### src/sdm_pkg.sv
package sdm_pkg;
   // frame layout
   localparam int SDM_FRAME_BITS = 16;
   localparam int SDM_CNT_W = 5;
   localparam int SDM_CH_N = 4;
   localparam int SDM_MEAS_W = 7;
   localparam int SDM_BIT_MODE_HI = 15;
   localparam int SDM_BIT_MODE_LO = 14;
   localparam int SDM_BIT_PAR = 13;
   localparam int SDM_BIT_CLR = 12;
   localparam int SDM_BIT_MSEL_HI = 11;
   localparam int SDM_BIT_MSEL_LO = 10;
   localparam int SDM_BIT_D9 = 9;
   localparam int SDM_BIT_RSEL = 8;
   localparam int SDM_BIT_CH_LO = 7;
   localparam int SDM_BIT_ZERO_HI = 7;
   localparam int SDM_BIT_ZERO_LO = 4;
   localparam logic [1:0] SDM_MODE_BITS = 2'h3;
   localparam logic [1:0] SDM_MSEL_MODE1 = 2'h0;
   localparam logic [1:0] SDM_MSEL_MODE2 = 2'h1;
   localparam logic [2:0] SDM_CH_MAX = 3'h3;
   localparam logic [15:0] SDM_ERR_WORD = 16'hD000;
   localparam logic [SDM_MEAS_W-1:0] SDM_MEAS_FULL = 7'h7F;

   // timing: measurement step and activation window
   localparam int SDM_CLK_MHZ = 250;
   localparam int SDM_MEAS_STEP_NS = 25000;
   localparam int SDM_MEAS_STEP_CYC = SDM_MEAS_STEP_NS * SDM_CLK_MHZ / 1000;
   localparam int SDM_DEPLOY_NS = 500000;
   localparam int SDM_DEPLOY_CYC = SDM_DEPLOY_NS * SDM_CLK_MHZ / 1000;
   localparam int SDM_TMR_W = 24;

   // register map (byte addresses, word index on a 4-bit address)
   localparam logic [3:0] SDM_REG_STATUS = 4'h0;
   localparam logic [3:0] SDM_REG_MASK = 4'h4;
   localparam logic [3:0] SDM_REG_FLAGS = 4'h8;
   localparam logic [3:0] SDM_REG_CTRL = 4'hC;
   localparam int SDM_EVT_N = 4;
   localparam int SDM_EVT_FRAME = 0;
   localparam int SDM_EVT_PARITY = 1;
   localparam int SDM_EVT_LENGTH = 2;
   localparam int SDM_EVT_DONE = 3;
   localparam int SDM_FLAGS_DONE_LO = 4;

   typedef enum logic [1:0] {
      SDM_RESP_MODE1,
      SDM_RESP_MODE2
   } sdm_resp_t;
endpackage

### src/sdm_sync.sv
`timescale 1ns/1ps
module sdm_sync (
   // clock and reset
   input wire logic clk_sys_i,
   input wire logic rst_n_i,
   // asynchronous level in, filtered level out
   input wire logic async_i,
   output logic sync_o
);
   logic ff1_reg;
   logic ff2_reg;
   logic ff3_reg;

   // three stages; the output only moves once stages two and three agree
   always_ff @(posedge clk_sys_i) begin
      if (!rst_n_i) begin
         ff1_reg <= 1'b0;
         ff2_reg <= 1'b0;
         ff3_reg <= 1'b0;
         sync_o <= 1'b0;
      end else begin
         ff1_reg <= async_i;
         ff2_reg <= ff1_reg;
         ff3_reg <= ff2_reg;
         if (ff2_reg == ff3_reg) begin
            sync_o <= ff3_reg;
         end
      end
   end
endmodule

### src/sdm_monitor.sv
// The Avalon-MM interface to the registers and the address map are this design's own decisions.
`timescale 1ns/1ps
// Functional notes
// - monitor frames carry 11 in D15:D14; mode 1 command has D12..D9 zero.
// - D13 is odd parity over all 16 bits, generated and checked.
// - mode 1 D8 picks done or active flags for D3..D0; echoed in D8.
// - mode 1 command D3..D0 set to one clears that channel's done flag.
// - done flag sets when the activation period of a fired channel expires.
// - done flag holds until the host writes its clear bit; nothing else clears.
// - active flag sets on a valid arm and fire, regardless of fire enable.
// - active flag clears on timeout, after one to two activation windows.
// - reported deployment status is sampled at the select falling edge.
// - (active,done) pair: 00 idle, 01 done, 10 in progress, 11 terminated.
// - while done is set, fire requests for that channel are ignored.
// - mode 2 response: 11, parity, 0, 01, channel, measurement data.
// - mode 2 with D12 set clears the selected channel's measurement time.
// - mode 2 channel code above 3 answers with the fixed error word.
// - measurement counts in 25 us steps, seven bits, saturating at full scale.
module sdm_monitor #(
   parameter int DEPLOY_CYC = sdm_pkg::SDM_DEPLOY_CYC,
   parameter int MEAS_STEP_CYC = sdm_pkg::SDM_MEAS_STEP_CYC
) (
   // system
   input wire logic clk_sys_i,
   input wire logic rst_n_i,
   // spi link, device side
   input wire logic spi_sclk_i,
   input wire logic spi_cs_n_i,
   input wire logic spi_mosi_i,
   output logic spi_miso_o,
   output logic spi_miso_oe_n_o,
   // squib channel events
   input wire logic [sdm_pkg::SDM_CH_N-1:0] arm_fire_i,
   input wire logic [sdm_pkg::SDM_CH_N-1:0] fire_enable_gate_i,
   input wire logic [sdm_pkg::SDM_CH_N-1:0] low_side_driver_fault_i,
   input wire logic [sdm_pkg::SDM_CH_N-1:0] current_limit_i,
   output logic [sdm_pkg::SDM_CH_N-1:0] driver_on_o,
   // avalon-mm slave
   input wire logic [3:0] avs_address,
   input wire logic avs_read,
   input wire logic avs_write,
   input wire logic [31:0] avs_writedata,
   output logic [31:0] avs_readdata,
   output logic avs_waitrequest,
   // interrupt
   output logic irq_o
);
   import sdm_pkg::*;

   logic sclk_s, cs_n_s, mosi_s;
   logic sclk_d_reg, cs_n_d_reg;
   logic [SDM_FRAME_BITS-1:0] rx_reg, tx_reg;
   logic [SDM_CNT_W-1:0] bit_cnt_reg;
   logic report_select_reg;
   logic [2:0] meas_sel_reg;
   sdm_resp_t resp_reg;
   logic [SDM_CH_N-1:0] deploy_active_flag, deploy_done_flag;
   logic [SDM_CH_N-1:0] clr_done, clr_meas, done_set;
   logic [SDM_MEAS_W-1:0] meas_val [SDM_CH_N];
   logic [SDM_EVT_N-1:0] status_reg, mask_reg, evt;
   logic spi_enable_reg, ack_reg;
   logic cs_fall, cs_rise, sclk_rise, sclk_fall;
   logic [SDM_FRAME_BITS-1:0] resp_word, cmd_word;
   logic cmd_par_ok, cmd_len_ok, cmd_mode1, cmd_mode2, cmd_ch_ok;

   // pins arrive from the host's clock domain
   sdm_sync u_sync_sclk (.clk_sys_i(clk_sys_i), .rst_n_i(rst_n_i),
      .async_i(spi_sclk_i), .sync_o(sclk_s));
   sdm_sync u_sync_cs (.clk_sys_i(clk_sys_i), .rst_n_i(rst_n_i),
      .async_i(spi_cs_n_i), .sync_o(cs_n_s));
   sdm_sync u_sync_mosi (.clk_sys_i(clk_sys_i), .rst_n_i(rst_n_i),
      .async_i(spi_mosi_i), .sync_o(mosi_s));

   // edge detection on the filtered levels; select idles high
   always_ff @(posedge clk_sys_i) begin
      if (!rst_n_i) begin
         sclk_d_reg <= 1'b0;
         cs_n_d_reg <= 1'b1;
      end else begin
         sclk_d_reg <= sclk_s;
         cs_n_d_reg <= cs_n_s;
      end
   end

   // u_sync_cs resets low, so gate select edges until it has settled high once
   assign cs_fall = cs_n_d_reg & ~cs_n_s & spi_enable_reg;
   assign cs_rise = ~cs_n_d_reg & cs_n_s;
   assign sclk_rise = ~sclk_d_reg & sclk_s & ~cs_n_s;
   assign sclk_fall = sclk_d_reg & ~sclk_s & ~cs_n_s;

   // odd parity: put the bit in D13 so that the whole word has odd weight
   function automatic logic [SDM_FRAME_BITS-1:0] with_par(input logic [SDM_FRAME_BITS-1:0] w);
      logic [SDM_FRAME_BITS-1:0] r;
      r = w;
      r[SDM_BIT_PAR] = 1'b0;
      r[SDM_BIT_PAR] = ~(^r);
      return r;
   endfunction

   // response built from live flags at the moment select falls
   always_comb begin
      resp_word = '0;
      resp_word[SDM_BIT_MODE_HI:SDM_BIT_MODE_LO] = SDM_MODE_BITS;
      if (resp_reg == SDM_RESP_MODE2) begin
         if (meas_sel_reg > SDM_CH_MAX) begin
            resp_word = SDM_ERR_WORD;
         end else begin
            resp_word[SDM_BIT_MSEL_HI:SDM_BIT_MSEL_LO] = SDM_MSEL_MODE2;
            resp_word[SDM_BIT_D9:SDM_BIT_CH_LO] = meas_sel_reg;
            resp_word[SDM_MEAS_W-1:0] = meas_val[meas_sel_reg[1:0]];
            resp_word = with_par(resp_word);
         end
      end else begin
         // D12..D9 and D7..D4 stay zero in mode 1
         resp_word[SDM_BIT_RSEL] = report_select_reg;
         resp_word[SDM_CH_N-1:0] = report_select_reg ? deploy_active_flag
                                                      : deploy_done_flag;
         resp_word = with_par(resp_word);
      end
   end

   // shifter: capture on sclk rise, launch on sclk fall, msb first
   always_ff @(posedge clk_sys_i) begin
      if (!rst_n_i) begin
         rx_reg <= '0;
         tx_reg <= '0;
         bit_cnt_reg <= '0;
      end else if (cs_fall) begin
         tx_reg <= resp_word;
         bit_cnt_reg <= '0;
      end else begin
         if (sclk_rise) begin
            rx_reg <= {rx_reg[SDM_FRAME_BITS-2:0], mosi_s};
            if (bit_cnt_reg != SDM_CNT_W'(SDM_FRAME_BITS + 1)) begin
               bit_cnt_reg <= bit_cnt_reg + SDM_CNT_W'(1);
            end
         end
         if (sclk_fall) begin
            tx_reg <= {tx_reg[SDM_FRAME_BITS-2:0], 1'b0};
         end
      end
   end

   // miso driven only while the frame is open
   assign spi_miso_o = tx_reg[SDM_FRAME_BITS-1];
   assign spi_miso_oe_n_o = cs_n_s;

   // command decode at frame end
   assign cmd_word = rx_reg;
   assign cmd_par_ok = ^cmd_word;
   assign cmd_len_ok = (bit_cnt_reg == SDM_CNT_W'(SDM_FRAME_BITS));
   assign cmd_mode1 = (cmd_word[SDM_BIT_MODE_HI:SDM_BIT_MODE_LO] == SDM_MODE_BITS)
      && !cmd_word[SDM_BIT_CLR] && !cmd_word[SDM_BIT_D9]
      && (cmd_word[SDM_BIT_MSEL_HI:SDM_BIT_MSEL_LO] == SDM_MSEL_MODE1);
   assign cmd_mode2 = (cmd_word[SDM_BIT_MODE_HI:SDM_BIT_MODE_LO] == SDM_MODE_BITS)
      && (cmd_word[SDM_BIT_MSEL_HI:SDM_BIT_MSEL_LO] == SDM_MSEL_MODE2);
   assign cmd_ch_ok = (cmd_word[SDM_BIT_D9:SDM_BIT_CH_LO] <= SDM_CH_MAX);

   // clear pulses; a damaged frame clears nothing
   always_comb begin
      clr_done = '0;
      clr_meas = '0;
      if (cs_rise && cmd_len_ok && cmd_par_ok && spi_enable_reg) begin
         if (cmd_mode1) begin
            clr_done = cmd_word[SDM_CH_N-1:0];
         end else if (cmd_mode2 && cmd_word[SDM_BIT_CLR] && cmd_ch_ok) begin
            clr_meas[cmd_word[SDM_BIT_CH_LO+1:SDM_BIT_CH_LO]] = 1'b1;
         end
      end
   end

   // stored settings and the kind of the next response
   always_ff @(posedge clk_sys_i) begin
      if (!rst_n_i) begin
         report_select_reg <= 1'b0;
         meas_sel_reg <= '0;
         resp_reg <= SDM_RESP_MODE1;
      end else if (cs_rise && cmd_len_ok && cmd_par_ok && spi_enable_reg) begin
         if (cmd_mode1) begin
            report_select_reg <= cmd_word[SDM_BIT_RSEL];
            resp_reg <= SDM_RESP_MODE1;
         end else if (cmd_mode2) begin
            meas_sel_reg <= cmd_word[SDM_BIT_D9:SDM_BIT_CH_LO];
            resp_reg <= SDM_RESP_MODE2;
         end
      end
   end

   // per-channel deployment sequencer and measurement timer
   for (genvar ch = 0; ch < SDM_CH_N; ch++) begin : g_ch
      typedef enum logic [1:0] {SDM_CH_IDLE, SDM_CH_WAIT_EN, SDM_CH_FIRE} sdm_ch_t;
      sdm_ch_t st_reg;
      logic [SDM_TMR_W-1:0] tmr_reg;
      logic [SDM_TMR_W-1:0] step_reg;
      logic [SDM_MEAS_W-1:0] meas_reg;
      logic expired;

      assign expired = (tmr_reg == SDM_TMR_W'(DEPLOY_CYC - 1));

      // waiting for fire enable takes one window, firing another: 1x to 2x
      always_ff @(posedge clk_sys_i) begin
         if (!rst_n_i) begin
            st_reg <= SDM_CH_IDLE;
            tmr_reg <= '0;
         end else begin
            case (st_reg)
               SDM_CH_IDLE: begin
                  tmr_reg <= '0;
                  if (arm_fire_i[ch] && !deploy_done_flag[ch]) begin
                     st_reg <= fire_enable_gate_i[ch] ? SDM_CH_FIRE : SDM_CH_WAIT_EN;
                  end
               end
               SDM_CH_WAIT_EN: begin
                  if (fire_enable_gate_i[ch]) begin
                     st_reg <= SDM_CH_FIRE;
                     tmr_reg <= '0;
                  end else if (expired) begin
                     st_reg <= SDM_CH_IDLE;
                  end else begin
                     tmr_reg <= tmr_reg + SDM_TMR_W'(1);
                  end
               end
               SDM_CH_FIRE: begin
                  if (expired) begin
                     st_reg <= SDM_CH_IDLE;
                  end else begin
                     tmr_reg <= tmr_reg + SDM_TMR_W'(1);
                  end
               end
               default: st_reg <= SDM_CH_IDLE;
            endcase
         end
      end

      assign deploy_active_flag[ch] = (st_reg != SDM_CH_IDLE);
      assign driver_on_o[ch] = (st_reg == SDM_CH_FIRE) && !deploy_done_flag[ch];
      // low side shutdown ends firing early and leaves the 11 pattern
      assign done_set[ch] = (st_reg == SDM_CH_FIRE)
         && (expired || low_side_driver_fault_i[ch]);

      // sticky done flag, set wins over a clear in the same cycle
      always_ff @(posedge clk_sys_i) begin
         if (!rst_n_i) begin
            deploy_done_flag[ch] <= 1'b0;
         end else if (done_set[ch]) begin
            deploy_done_flag[ch] <= 1'b1;
         end else if (clr_done[ch]) begin
            deploy_done_flag[ch] <= 1'b0;
         end
      end

      // time spent in current limit while driving, saturating at full scale
      always_ff @(posedge clk_sys_i) begin
         if (!rst_n_i) begin
            step_reg <= '0;
            meas_reg <= '0;
         end else if (clr_meas[ch]) begin
            step_reg <= '0;
            meas_reg <= '0;
         end else if (driver_on_o[ch] && current_limit_i[ch]) begin
            if (step_reg == SDM_TMR_W'(MEAS_STEP_CYC - 1)) begin
               step_reg <= '0;
               if (meas_reg != SDM_MEAS_FULL) begin
                  meas_reg <= meas_reg + SDM_MEAS_W'(1);
               end
            end else begin
               step_reg <= step_reg + SDM_TMR_W'(1);
            end
         end
      end
      assign meas_val[ch] = meas_reg;
   end

   // the link opens only after select has been seen high once
   always_ff @(posedge clk_sys_i) begin
      if (!rst_n_i) begin
         spi_enable_reg <= 1'b0;
      end else if (cs_n_s && cs_n_d_reg) begin
         spi_enable_reg <= 1'b1;
      end
   end

   // interrupt events, one cycle each; done stays high as long as a low side fault holds while firing
   always_comb begin
      evt = '0;
      evt[SDM_EVT_FRAME] = cs_rise && spi_enable_reg && cmd_len_ok && cmd_par_ok;
      evt[SDM_EVT_PARITY] = cs_rise && spi_enable_reg && cmd_len_ok && !cmd_par_ok;
      evt[SDM_EVT_LENGTH] = cs_rise && spi_enable_reg && !cmd_len_ok;
      evt[SDM_EVT_DONE] = |done_set;
   end

   // bus handshake: one wait cycle, then the answer
   assign avs_waitrequest = (avs_read || avs_write) && !ack_reg;
   always_ff @(posedge clk_sys_i) begin
      if (!rst_n_i) begin
         ack_reg <= 1'b0;
      end else begin
         ack_reg <= (avs_read || avs_write) && !ack_reg;
      end
   end

   // status bits: write one to clear, a new event wins
   always_ff @(posedge clk_sys_i) begin
      if (!rst_n_i) begin
         status_reg <= '0;
      end else if (avs_write && ack_reg && avs_address == SDM_REG_STATUS) begin
         status_reg <= (status_reg & ~avs_writedata[SDM_EVT_N-1:0]) | evt;
      end else begin
         status_reg <= status_reg | evt;
      end
   end

   // mask register
   always_ff @(posedge clk_sys_i) begin
      if (!rst_n_i) begin
         mask_reg <= '0;
      end else if (avs_write && ack_reg && avs_address == SDM_REG_MASK) begin
         mask_reg <= avs_writedata[SDM_EVT_N-1:0];
      end
   end

   // read data latched in the wait cycle, stands while waitrequest is low
   always_ff @(posedge clk_sys_i) begin
      if (!rst_n_i) begin
         avs_readdata <= '0;
      end else if (avs_read && !ack_reg) begin
         if (avs_address == SDM_REG_STATUS) begin
            avs_readdata <= 32'(status_reg);
         end else if (avs_address == SDM_REG_MASK) begin
            avs_readdata <= 32'(mask_reg);
         end else if (avs_address == SDM_REG_FLAGS) begin
            avs_readdata <= 32'({deploy_done_flag, deploy_active_flag});
         end else if (avs_address == SDM_REG_CTRL) begin
            avs_readdata <= 32'({meas_sel_reg, report_select_reg});
         end else begin
            avs_readdata <= '0;
         end
      end
   end

   assign irq_o = |(status_reg & mask_reg);
endmodule

### config.mk
export PLATFORM = sky130hd
export DESIGN_NAME = sdm_monitor
export DESIGN_NICKNAME = d
export VERILOG_FILES = /design/src/sdm_pkg.sv /design/src/sdm_sync.sv /design/src/sdm_monitor.sv
export SDC_FILE = /design/constraint.sdc
export NUM_CORES = 1
export LEC_CHECK = 0
export BUFFER_PORTS_ARGS = -buffer_cell sky130_fd_sc_hd__buf_2
export CAP_MARGIN = 20
export CORE_MARGIN = 8
export CORE_UTILIZATION = 60
export DETAILED_ROUTE_END_ITERATION = 16
export PLACE_DENSITY = 0.91
export SLEW_MARGIN = 20
export SYNTH_ARGS = -nofsm -noshare
export SYNTH_HDL_FRONTEND = slang
export SYNTH_HIERARCHICAL = 1
export SYNTH_SLANG_ARGS = --single-unit
### constraint.sdc
create_clock -name clk_sys_i -period 3.2 [get_ports clk_sys_i]
set_input_delay 0.96 -clock clk_sys_i [delete_from_list [all_inputs] [get_ports clk_sys_i]]
set_output_delay 0.96 -clock clk_sys_i [all_outputs]
set_load 0.005 [all_outputs]
==> results.md, run 1 <==
* Post-DP HPWL at 25.3 mm
* Leak at 6.05 nW
* R2R Path Start: cmd_word[9]
* Synth Register Bits at about 310
* Initial Util at 60.4%
* Post-synth top area share at around two fifths
* Min Tclk post-route at 3080 ps
* Nets at 2041
* Setup crit start kind: flop
* Root Driver: clkbuf_16
* Sequential fraction of the synthesis area at 39.3%
* Reg2reg path depth at 9
* Gates resized, CTS repair at 0
* Cells after synthesis at 1907
* CP arrival at about 2100 ps
* Routability cong. at 0.885
* Worst R2R Setup Slack at ~230 ps
* Cell taking the most area after synthesis: dfxtp_1
* Clock Skew at 10.6 ps
* WP depth at 5
* Worst path required time at 2240 ps
* EDFF count, synth at 0
* Reg-to-reg endpoint: g_ch[0].step_reg[18]
* Critical-path maximum fanout at 6
* DRC at 0
* TritonCTS clock tree: done
* Top FF cell, synth: dfxtp_1
* DR iter-0 viols at 1361
* Slew headroom at approximately 44%
* Final TNS setup at 0 ps
* Global-route wire length before repair at roughly 64 mm
* Pwr Density at 463 nW/um^2
* Routed Wire Length at 38.0 mm
* Overflow after GRT at 0
* Slew Viols, Final at 0
* Routed len/inst at 16.5 um
* Area grow syn2layout at 10.3%
* Crit end category: output port
* CTS H-Tree Depth at 1
* Vias in the first global route at ~14000
* Row Count at about 60
* Die Y at roughly 180 um
* CP startpoint: g_ch[3].st_reg[0]
* Max stage delay on crit path at 460 ps
* Clk buf depth at 3
* Layout cells sized above 1 at a little under a tenth
* Largest net degree at the start of global routing at 58
* Core ar. at 25800 sq um
* Drt first pass iters at 6
* # Post-CTS Setup Buffers at 0
* Cts bufs inserted at 31
* Total Routing Usage GR at about a quarter
* CP bufs+invs at 3
* Ys async rst share at 0%
* Antenna-violating nets left at 0
* Syn Area/Cell at 8.16 sq um
* Hold buffer count at cts at 0
* Die area at 31400 sq um
* YS warnings at 6
* Peak VDD IR at approximately 0.44 mV
* Critical Path End: driver_on_o[3]
* Fmax at 325 MHz
* Actual slew at the worst max-slew pin at 837 ps
* I/O pin count at 99
* CTS Sinks at 306
* Worst Hold Class: flop to flop
* I/O Buffers at 46
* Total power at ~8.0 mW
* Vias after detailed routing at ~14000
* Diode count at 0
* Crit path cell chain: inv_1 -> ha_1 -> buf_4 -> nor2b_1 -> buf_2
* Synthesized cell area at 15600 sq um
* Filler Cell Count at 1930
* Final hold viol count at 0
* Synth area leaders: dfxtp_1, nor2_1, nand2_1
* Largest delay share family, worst path: buffers and inverters
* Die X at 177 um
* Count of cell types in the netlist at 72
* Crit-path slowest cell: nor2b_1
* Antenna violations before repair at 0
* Final setup fails at 0
* Crit Path Category: flop to output port
* Max cap viols at 0
* Vias/cell at 6.27
* Clock Latency Late Sink at 560 ps
* Clock slew at reported path FFs at 60 ps
* Outcome: complete, no violations
* Final worst path period share at a little over nine tenths
* RSZ-0062 raised after global routing: false
cells by family after synthesis:
logic type,share of synthesized area (%)
adders and majority gates,3.38
buffers and inverters,4.58
AOI/OAI and AO/OA,14.3
other,0.0241
and+or+nand+nor,28.2
xor gates and xnor gates,7.58
DFF,39.3
muxes,2.63
layer usage:
layer	vias to the layer above	track usage, %	wire length (um)
met5	-	0	0
met4	0	11.4	1710
met3	143	2.69	2120
met2	584	41.1	18800
met1	6841	28.3	15400
li1	6846	-	-
Yosys cell counts (37+ instances only):
| cell | count |
|---|---|
| dfxtp_1 | 306 |
| nor2_1 | 267 |
| nand2_1 | 203 |
| a21oi_1 | 121 |
| nand3_1 | 75 |
| o21ai_0 | 71 |
| xor2_1 | 67 |
| clkbuf_1 | 66 |
| nor3_1 | 66 |
| nand4_1 | 63 |
| xnor2_1 | 60 |
| inv_1 | 56 |
| ha_1 | 42 |
| nor4_1 | 40 |
| a31oi_1 | 37 |
worst min path at each step:
stage / from / end / slack [ps] / depth (start not counted)
after global routing: u_sync_sclk/ff1_reg / u_sync_sclk/ff2_reg / 480 / 1
after global placement: u_sync_cs/ff1_reg / u_sync_cs/ff2_reg / 410 / 1
after floorplan: u_sync_cs/ff1_reg / u_sync_cs/ff2_reg / 410 / 1
after CTS: u_sync_sclk/ff1_reg / u_sync_sclk/ff2_reg / 450 / 1
after detailed placement: u_sync_cs/ff1_reg / u_sync_cs/ff2_reg / 430 / 1
final: u_sync_sclk/ff1_reg / u_sync_sclk/ff2_reg / 440 / 1
cell type report:
class                           count  area [sq um]  area share (%)
Multi-Input combinational cell   1463          8850            51.5
Timing Repair Buffer               82           526            3.06
Sequential cell                   306          6130            35.7
Inverter                           56           213            1.24
Clock inverter                     15           158           0.918
Tap cell                          335           419            2.44
Clock buffer                       42           887            5.17
where the power goes:
part | switching [mW] | internal, mW | total [mW] | leakage (nW)
combinational | 0.264 | 0.141 | 0.405 | 3.07
sequential | 0.0271 | 3.83 | 3.86 | 2.47
clock | 1.51 | 2.17 | 3.69 | 0.515
metrics by stage:
stage	util, %	cell area (sq um)	instances	setup WS (ps)	hold slack [ps]
6_report	66.7	17200	2299	118	442
5_1_grt	66.7	17200	2299	70.3	476
4_1_cts	66.7	17200	2299	160	446
3_5_place_dp	62.6	16100	2242	309	425
3_3_place_gp	62.6	16100	2242	383	414
2_1_floorplan	-	15700	1930	730	412
placed cells by master, fill, tap and decap left out, types with 40 or more instances in the layout:
cell	synthesis	final
inv_1	56	55
buf_2	12	46
nand4_1	63	63
nor2_1	267	267
o21ai_0	71	70
nor4_1	40	40
xor2_1	67	67
nand3_1	75	75
ha_1	42	42
nor3_1	66	66
dfxtp_1	306	306
a21oi_1	121	121
nand2_1	203	203
xnor2_1	60	60
Note: power is estimated with default switching activity, not from simulation.
==> run 2, diff against run 1 <==
--- a/config.mk
+++ b/config.mk
@@ -5,12 +5,12 @@
 export SDC_FILE = /design/constraint.sdc
 export NUM_CORES = 1
 export LEC_CHECK = 0
-export BUFFER_PORTS_ARGS = -buffer_cell sky130_fd_sc_hd__buf_2
 export CAP_MARGIN = 20
 export CORE_MARGIN = 8
 export CORE_UTILIZATION = 60
 export DETAILED_ROUTE_END_ITERATION = 16
-export PLACE_DENSITY = 0.91
+export DONT_BUFFER_PORTS = 1
+export PLACE_DENSITY = 0.88
 export SLEW_MARGIN = 20
 export SYNTH_ARGS = -nofsm -noshare
 export SYNTH_HDL_FRONTEND = slang
==> run 2 against run 1 <==
Net effect: final area is 0.75% lower; register-to-register slack hardly changed; final cell count is 1.9% lower; first-iteration DRC count is 9.5% higher; critical path depth is 3 higher; non-clock buffer count is 46 lower; combinational power is 9.1% lower; worst setup slack better by 110 ps; utilization is 0.50 points lower; die area stayed put.
==> results.md, run 2 (synthesis gave the netlist of run 1 again) <==
* Drt first pass iters at 7 (+1)
* Min Tclk post-route at 2970 ps (-108 ps)
* Switch Pwr at 1.82 mW (+1.1%)
* Worst R2R Setup Slack at 230 ps (about the same)
* Clock Skew at 16.7 ps (+6.17 ps)
* Final TNS setup at 0 ps (unchanged)
* Antenna violations before repair at 2 (+2)
* Routed Wire Length at 37.6 mm (-0.86%)
* DRC at 0 (unchanged)
* Worst Hold Class: flop to flop
* Setup crit start kind: flop
* Pwr Density at 484 nW/um^2 (+4.5%)
* Switching part of the total at 22.1% (-0.58 points)
* DR iter-0 viols at 1490 (+9.5%)
* CTS H-Tree Depth at 2 (+1)
* CP arrival at 3330 ps (+1210 ps)
* Core ar. at 25800 sq um (unchanged)
* Initial Util at 60.4% (unchanged)
* Crit end category: flop
* Crit Path Category: flop to flop
* Slew Viols, Final at 0 (unchanged)
* Most frequent cells in the layout: dfxtp_1, nor2_1, nand2_1
* Cts bufs inserted at 34 (+9.7%)
* Root Driver: clkbuf_16
* Max cap viols at 0 (unchanged)
* Nets at 1998 (-2.1%)
* Worst path required time at 3560 ps (+1320 ps)
* CTS Sinks at 306 (unchanged)
* Sequential share of power at 46.8% (-1.7 points)
* Vias/cell at 6.23 (-0.57%)
* I/O pin count at 99 (unchanged)
* Clk buf depth at 3 (unchanged)
* Commonest non-fill, non-tap cell in the layout: dfxtp_1
* Overflow after GRT at 0 (unchanged)
* P_int at 6.42 mW (+4.5%)
* RSZ-0062 raised after global routing: false
* Outcome: complete, no violations
* Die Y at 177 um (unchanged)
* Largest net degree at the start of global routing at 53 (-8.6%)
* Final setup fails at 0 (unchanged)
* # Post-CTS Setup Buffers at 0 (unchanged)
* TritonCTS clock tree: done
* Hold buffer count at cts at 0 (unchanged)
* Row Count at 59 (unchanged)
* Clock Latency Late Sink at 510 ps (-50 ps)
* Final hold viol count at 0 (unchanged)
* Fmax at 336 MHz (+3.6%)
* Layout cells sized above 1 at 7.08% (-2.1 points)
* Multi-input gate area at 8850 sq um (unchanged)
* Area grow syn2layout at 9.48%
* Fin area at 17000 sq um (-0.75%)
* Routability cong. at 0.904 (+2.2%)
* Clock slew at reported path FFs at 60 ps (about the same)
* Peak VDD IR at 0.406 mV (-7.7%)
* Slew headroom at 46.2% (+2.5 points)
* Critical-path maximum fanout at 21 (+15)
* Vias in the first global route at 13100 (-4.3%)
* Vias after detailed routing at 14100 (-2.4%)
* Area occupied by registers at 6130 sq um (unchanged)
* I/O Buffers at 0 (-100%)
* Post-DP HPWL at 25.6 mm (+0.99%)
* Die X at 177 um (unchanged)
* Routed len/inst at 16.7 um (+1.0%)
* Total Routing Usage GR at 23.4% (-0.079 points)
* Die area at 31400 sq um (unchanged)
* Leak at 5.88 nW (-2.7%)
* Global-route wire length before repair at 62.8 mm (-1.6%)
* Clk pwr share at 48.7% (+2.3 points)
* Filler Cell Count at 1981 (+2.6%)
* Area after DPL at 15900 sq um (-1.5%)
* Final worst path period share at 92.9% (-3.4 points)
* Actual slew at the worst max-slew pin at 804 ps (-33.8 ps)
* Antenna-violating nets left at 0 (unchanged)
* Gates resized, CTS repair at 0 (unchanged)
* Combinational share of power at 4.5% (-0.6 points)
==> run 2: cell types whose count changed in the layout (fill, tap and decap cells not counted), sizes merged <==
cell	previous run	this run
buf	82	36
clkinv	9	4
clkbuf	42	46
bufinv	3	4
clkinvlp	3	4
diode	0	1
inv	56	57
==> run 2: power groups by stage <==
stage	Sequential, mW	Combinational [mW]	Clock [mW]
2_1_floorplan	3.94	0.284	0
3_3_place_gp	3.94	0.340	0
3_5_place_dp	3.94	0.355	0
4_1_cts	3.86	0.361	4.07
5_1_grt	3.86	0.403	4.24
6_report	3.86	0.368	4.02
==> run 2: final timing paths <==
| check | startpoint | to | depth (start not counted) |
|---|---|---|---|
| setup / recovery | cmd_word[9] | g_ch[2].step_reg[7] | 8 |
| hold / removal | u_sync_cs/ff1_reg | u_sync_cs/ff2_reg | 1 |
| setup reg to reg | cmd_word[9] | g_ch[2].step_reg[7] | 8 |
| hold reg to reg | u_sync_cs/ff1_reg | u_sync_cs/ff2_reg | 1 |
==> run 2: metal layers <==
metal	global-route usage, %	share of wire [%]	up-vias
met2	38.7	47	567
met4	9.00	3.2	4
met5	0	0.069	-
li1	-	-	6755
met3	4.97	8.3	94
met1	29.5	41	6644
==> run 2: critical path, cell delays in order, from the launching register on <==
cell and delay [ps]:
dfxtp_1 400, inv_1 90, ha_1 300, xnor3_1 340
xnor3_1 230, xnor2_1 280, o41ai_2 510, a21o_1 550
nor2_1 110
==> run 2: per-stage QoR <==
| stage | utilization [%] | total power [mW] | instances | worst slack [ps] | hold WS (ps) |
|---|---|---|---|---|---|
| detailed placement | 61.7 | 4.30 | 2196 | 174 | 419 |
| global route | 66.2 | 8.50 | 2255 | 5.25 | 458 |
| CTS | 66.2 | 8.29 | 2255 | 106 | 434 |
| global placement | 61.7 | 4.28 | 2196 | 190 | 413 |
| floorplan | - | 4.22 | 1930 | 730 | 412 |
| finish | 66.2 | 8.25 | 2256 | 227 | 431 |
==> run 2: area by class of cell <==
cell class                 count  share of cell area, %
antenna                        1                 0.0147
clock buffer                  46                   5.73
clock inverter                13                   1.05
inverter                      56                   1.25
multi-input combinational   1463                   51.9
sequential                   306                   35.9
tap                          335                   2.46
timing repair buffer          36                   1.66
==> run 3, diff against run 2 <==
--- a/config.mk
+++ b/config.mk
@@ -11,6 +11,7 @@
 export DETAILED_ROUTE_END_ITERATION = 16
 export DONT_BUFFER_PORTS = 1
 export PLACE_DENSITY = 0.88
+export RECOVER_POWER = 100
 export SLEW_MARGIN = 20
 export SYNTH_ARGS = -nofsm -noshare
 export SYNTH_HDL_FRONTEND = slang
==> run 3 against run 2 <==
Net effect: fmax decreased by 0.69%; sequential share of layout area increased by 0.18 points; the flow now finishes with violations (capacitance limit, slew limit); critical path depth increased by 1; utilization decreased by 0.33 points; global-route usage unchanged; final area decreased by 0.49%; highest routed layer unchanged; worst setup slack got worse by 21 ps; register-to-register slack got worse by 20 ps.
==> results.md, run 3 (synthesis gave the netlist of run 1 again) <==
* Clk pwr share at 48.8% (about the same)
* Actual slew at the worst max-slew pin at 1640 ps (+839 ps)
* Clock slew at reported path FFs at 60 ps (about the same)
* Die Y at 177 um (unchanged)
* Non-Filler Instances at 2256 (unchanged)
* Worst Setup Slack, final at 206 ps (-20.7 ps)
* CTS H-Tree Depth at 2 (unchanged)
* Worst Hold Class: flop to flop
* Final setup fails at 0 (unchanged)
* Max cap viols at 1 (+1)
* Layout cells sized above 1 at 6.35% (-0.73 points)
* Violated checks: capacitance limit, slew limit
* Clk buf depth at 3 (unchanged)
* Slew headroom at -9.64% (-56 points)
* Fmax at 334 MHz (-0.69%)
* Nets at 1998 (unchanged)
* Commonest non-fill, non-tap cell in the layout: dfxtp_1
* Clock Skew at 17.4 ps (+0.622 ps)
* Combinational share of power at 4.4% (about the same)
* Final worst path period share at 93.6% (+0.65 points)
* Crit Path Category: flop to flop
* Antenna-violating nets left at 0 (unchanged)
* Most frequent cells in the layout: dfxtp_1, nor2_1, nand2_1
* Slew Viols, Final at 53 (+53)
* Leak at 5.84 nW (-0.72%)
* Finished Core Util at 65.8% (-0.33 points)
* Pwr Density at 486 nW/um^2 (+0.47%)
* P_int at 6.41 mW (-0.13%)
* Placed Cells at 2196 (unchanged)
* Root Driver: clkbuf_16
* Routability cong. at 0.904 (unchanged)
* Vias in the first global route at 13100 (unchanged)
* Drt first pass iters at 6 (-1)
* Setup crit start kind: flop
* Die area at 31400 sq um (unchanged)
* I/O pin count at 99 (unchanged)
* Vias after detailed routing at 14100 (+0.53%)
* Clock Latency Late Sink at 510 ps (about the same)
* Min Tclk post-route at 2990 ps (+20.7 ps)
* Sequential share of power at 46.8% (about the same)
* Pre-CTS setup slack at 174 ps (unchanged)
* Overflow after GRT at 0 (unchanged)
* Core ar. at 25800 sq um (unchanged)
* Antenna violations before repair at 2 (unchanged)
* Routed len/inst at 16.7 um (+0.27%)
* Filler Cell Count at 2006 (+1.3%)
* CP arrival at 3380 ps (+50 ps)
* RSZ-0062 raised after global routing: false
* Global-route wire length before repair at 62.8 mm (unchanged)
* Total Routing Usage GR at 23.4% (unchanged)
* Area grow syn2layout at 8.94%
* Vias/cell at 6.27 (+0.53%)
* Final TNS setup at 0 ps (unchanged)
* Switching part of the total at 22.2% (+0.079 points)
* I/O Buffers at 0 (unchanged)
* Die X at 177 um (unchanged)
* DR iter-0 viols at 1664 (+12%)
* Cts bufs inserted at 34 (unchanged)
* Total power at 8.24 mW (about the same)
* CTS Sinks at 306 (unchanged)
* Routed Wire Length at 37.7 mm (+0.27%)
* Worst path required time at 3580 ps (+20 ps)
* Switch Pwr at 1.83 mW (+0.33%)
* Post-DP HPWL at 25.6 mm (unchanged)
* Peak VDD IR at 0.405 mV (-0.40%)
* Row Count at 59 (unchanged)
* Initial Util at 60.4% (unchanged)
* Outcome: finished, violations left
* Crit end category: flop
* Largest net degree at the start of global routing at 53 (unchanged)
* DRC at 0 (unchanged)
* Critical-path maximum fanout at 20 (-4.8%)
* TritonCTS clock tree: done
* Final hold viol count at 0 (unchanged)
-- run 3: final timing paths --
| check | start | endpoint | slack [ps] | depth (start not counted) |
|---|---|---|---|---|
| max | cmd_word[9] | g_ch[0].step_reg[19] | 210 | 9 |
| min | u_sync_cs/ff1_reg | u_sync_cs/ff2_reg | 430 | 1 |
| max reg2reg | cmd_word[9] | g_ch[0].step_reg[19] | 210 | 9 |
| min reg2reg | u_sync_cs/ff1_reg | u_sync_cs/ff2_reg | 430 | 1 |
-- run 3: power by group through the flow --
stage               Sequential, mW  Clock [mW]  Combinational [mW]
finish                        3.86        4.02               0.359
global route                  3.86        4.24               0.394
CTS                           3.86        4.07               0.361
detailed placement            3.94           0               0.355
global placement              3.94           0               0.340
floorplan                     3.94           0               0.284
-- run 3: repair_timing --
action	4_1_cts	5_1_grt
gates resized for setup	0	1
hold buffers	0	0
setup endpoints to repair	0	20
setup buffers	0	0
-- run 3: critical path: stages, from the launching register on --
cell and delay, ps:
dfxtp_1 400, inv_1 90, ha_1 300, xnor3_1 340
xnor3_1 230, xnor2_1 290, o41ai_2 580, or2_1 170
clkbuf_2 350, nor2_1 100
-- run 3: metrics by stage --
| stage | cell area [sq um] | hold WS, ps |
|---|---|---|
| 4_1_cts | 17000 | 434 |
| 5_1_grt | 17000 | 458 |
| 3_3_place_gp | 15900 | 413 |
| 2_1_floorplan | 15700 | 412 |
| 6_report | 17000 | 431 |
| 3_5_place_dp | 15900 | 419 |
-- run 3: cell type report --
type / instances / area, sq um / share of cell area (%)
well taps: 335 / 419 / 2.47
clock buffers: 46 / 977 / 5.76
multi-input cells: 1463 / 8820 / 52.0
diodes: 1 / 2.50 / 0.0148
inverters: 56 / 210 / 1.24
flip-flops and latches: 306 / 6130 / 36.1
repair buffers: 36 / 226 / 1.34
clock inverters: 13 / 179 / 1.05
-- run 3: routing by layer --
metal  global-route usage (%)  wire [um]
met1                     29.5      15600
met2                     38.7      17700
met3                     4.97       3080
met4                     9.00       1270
met5                        0         26
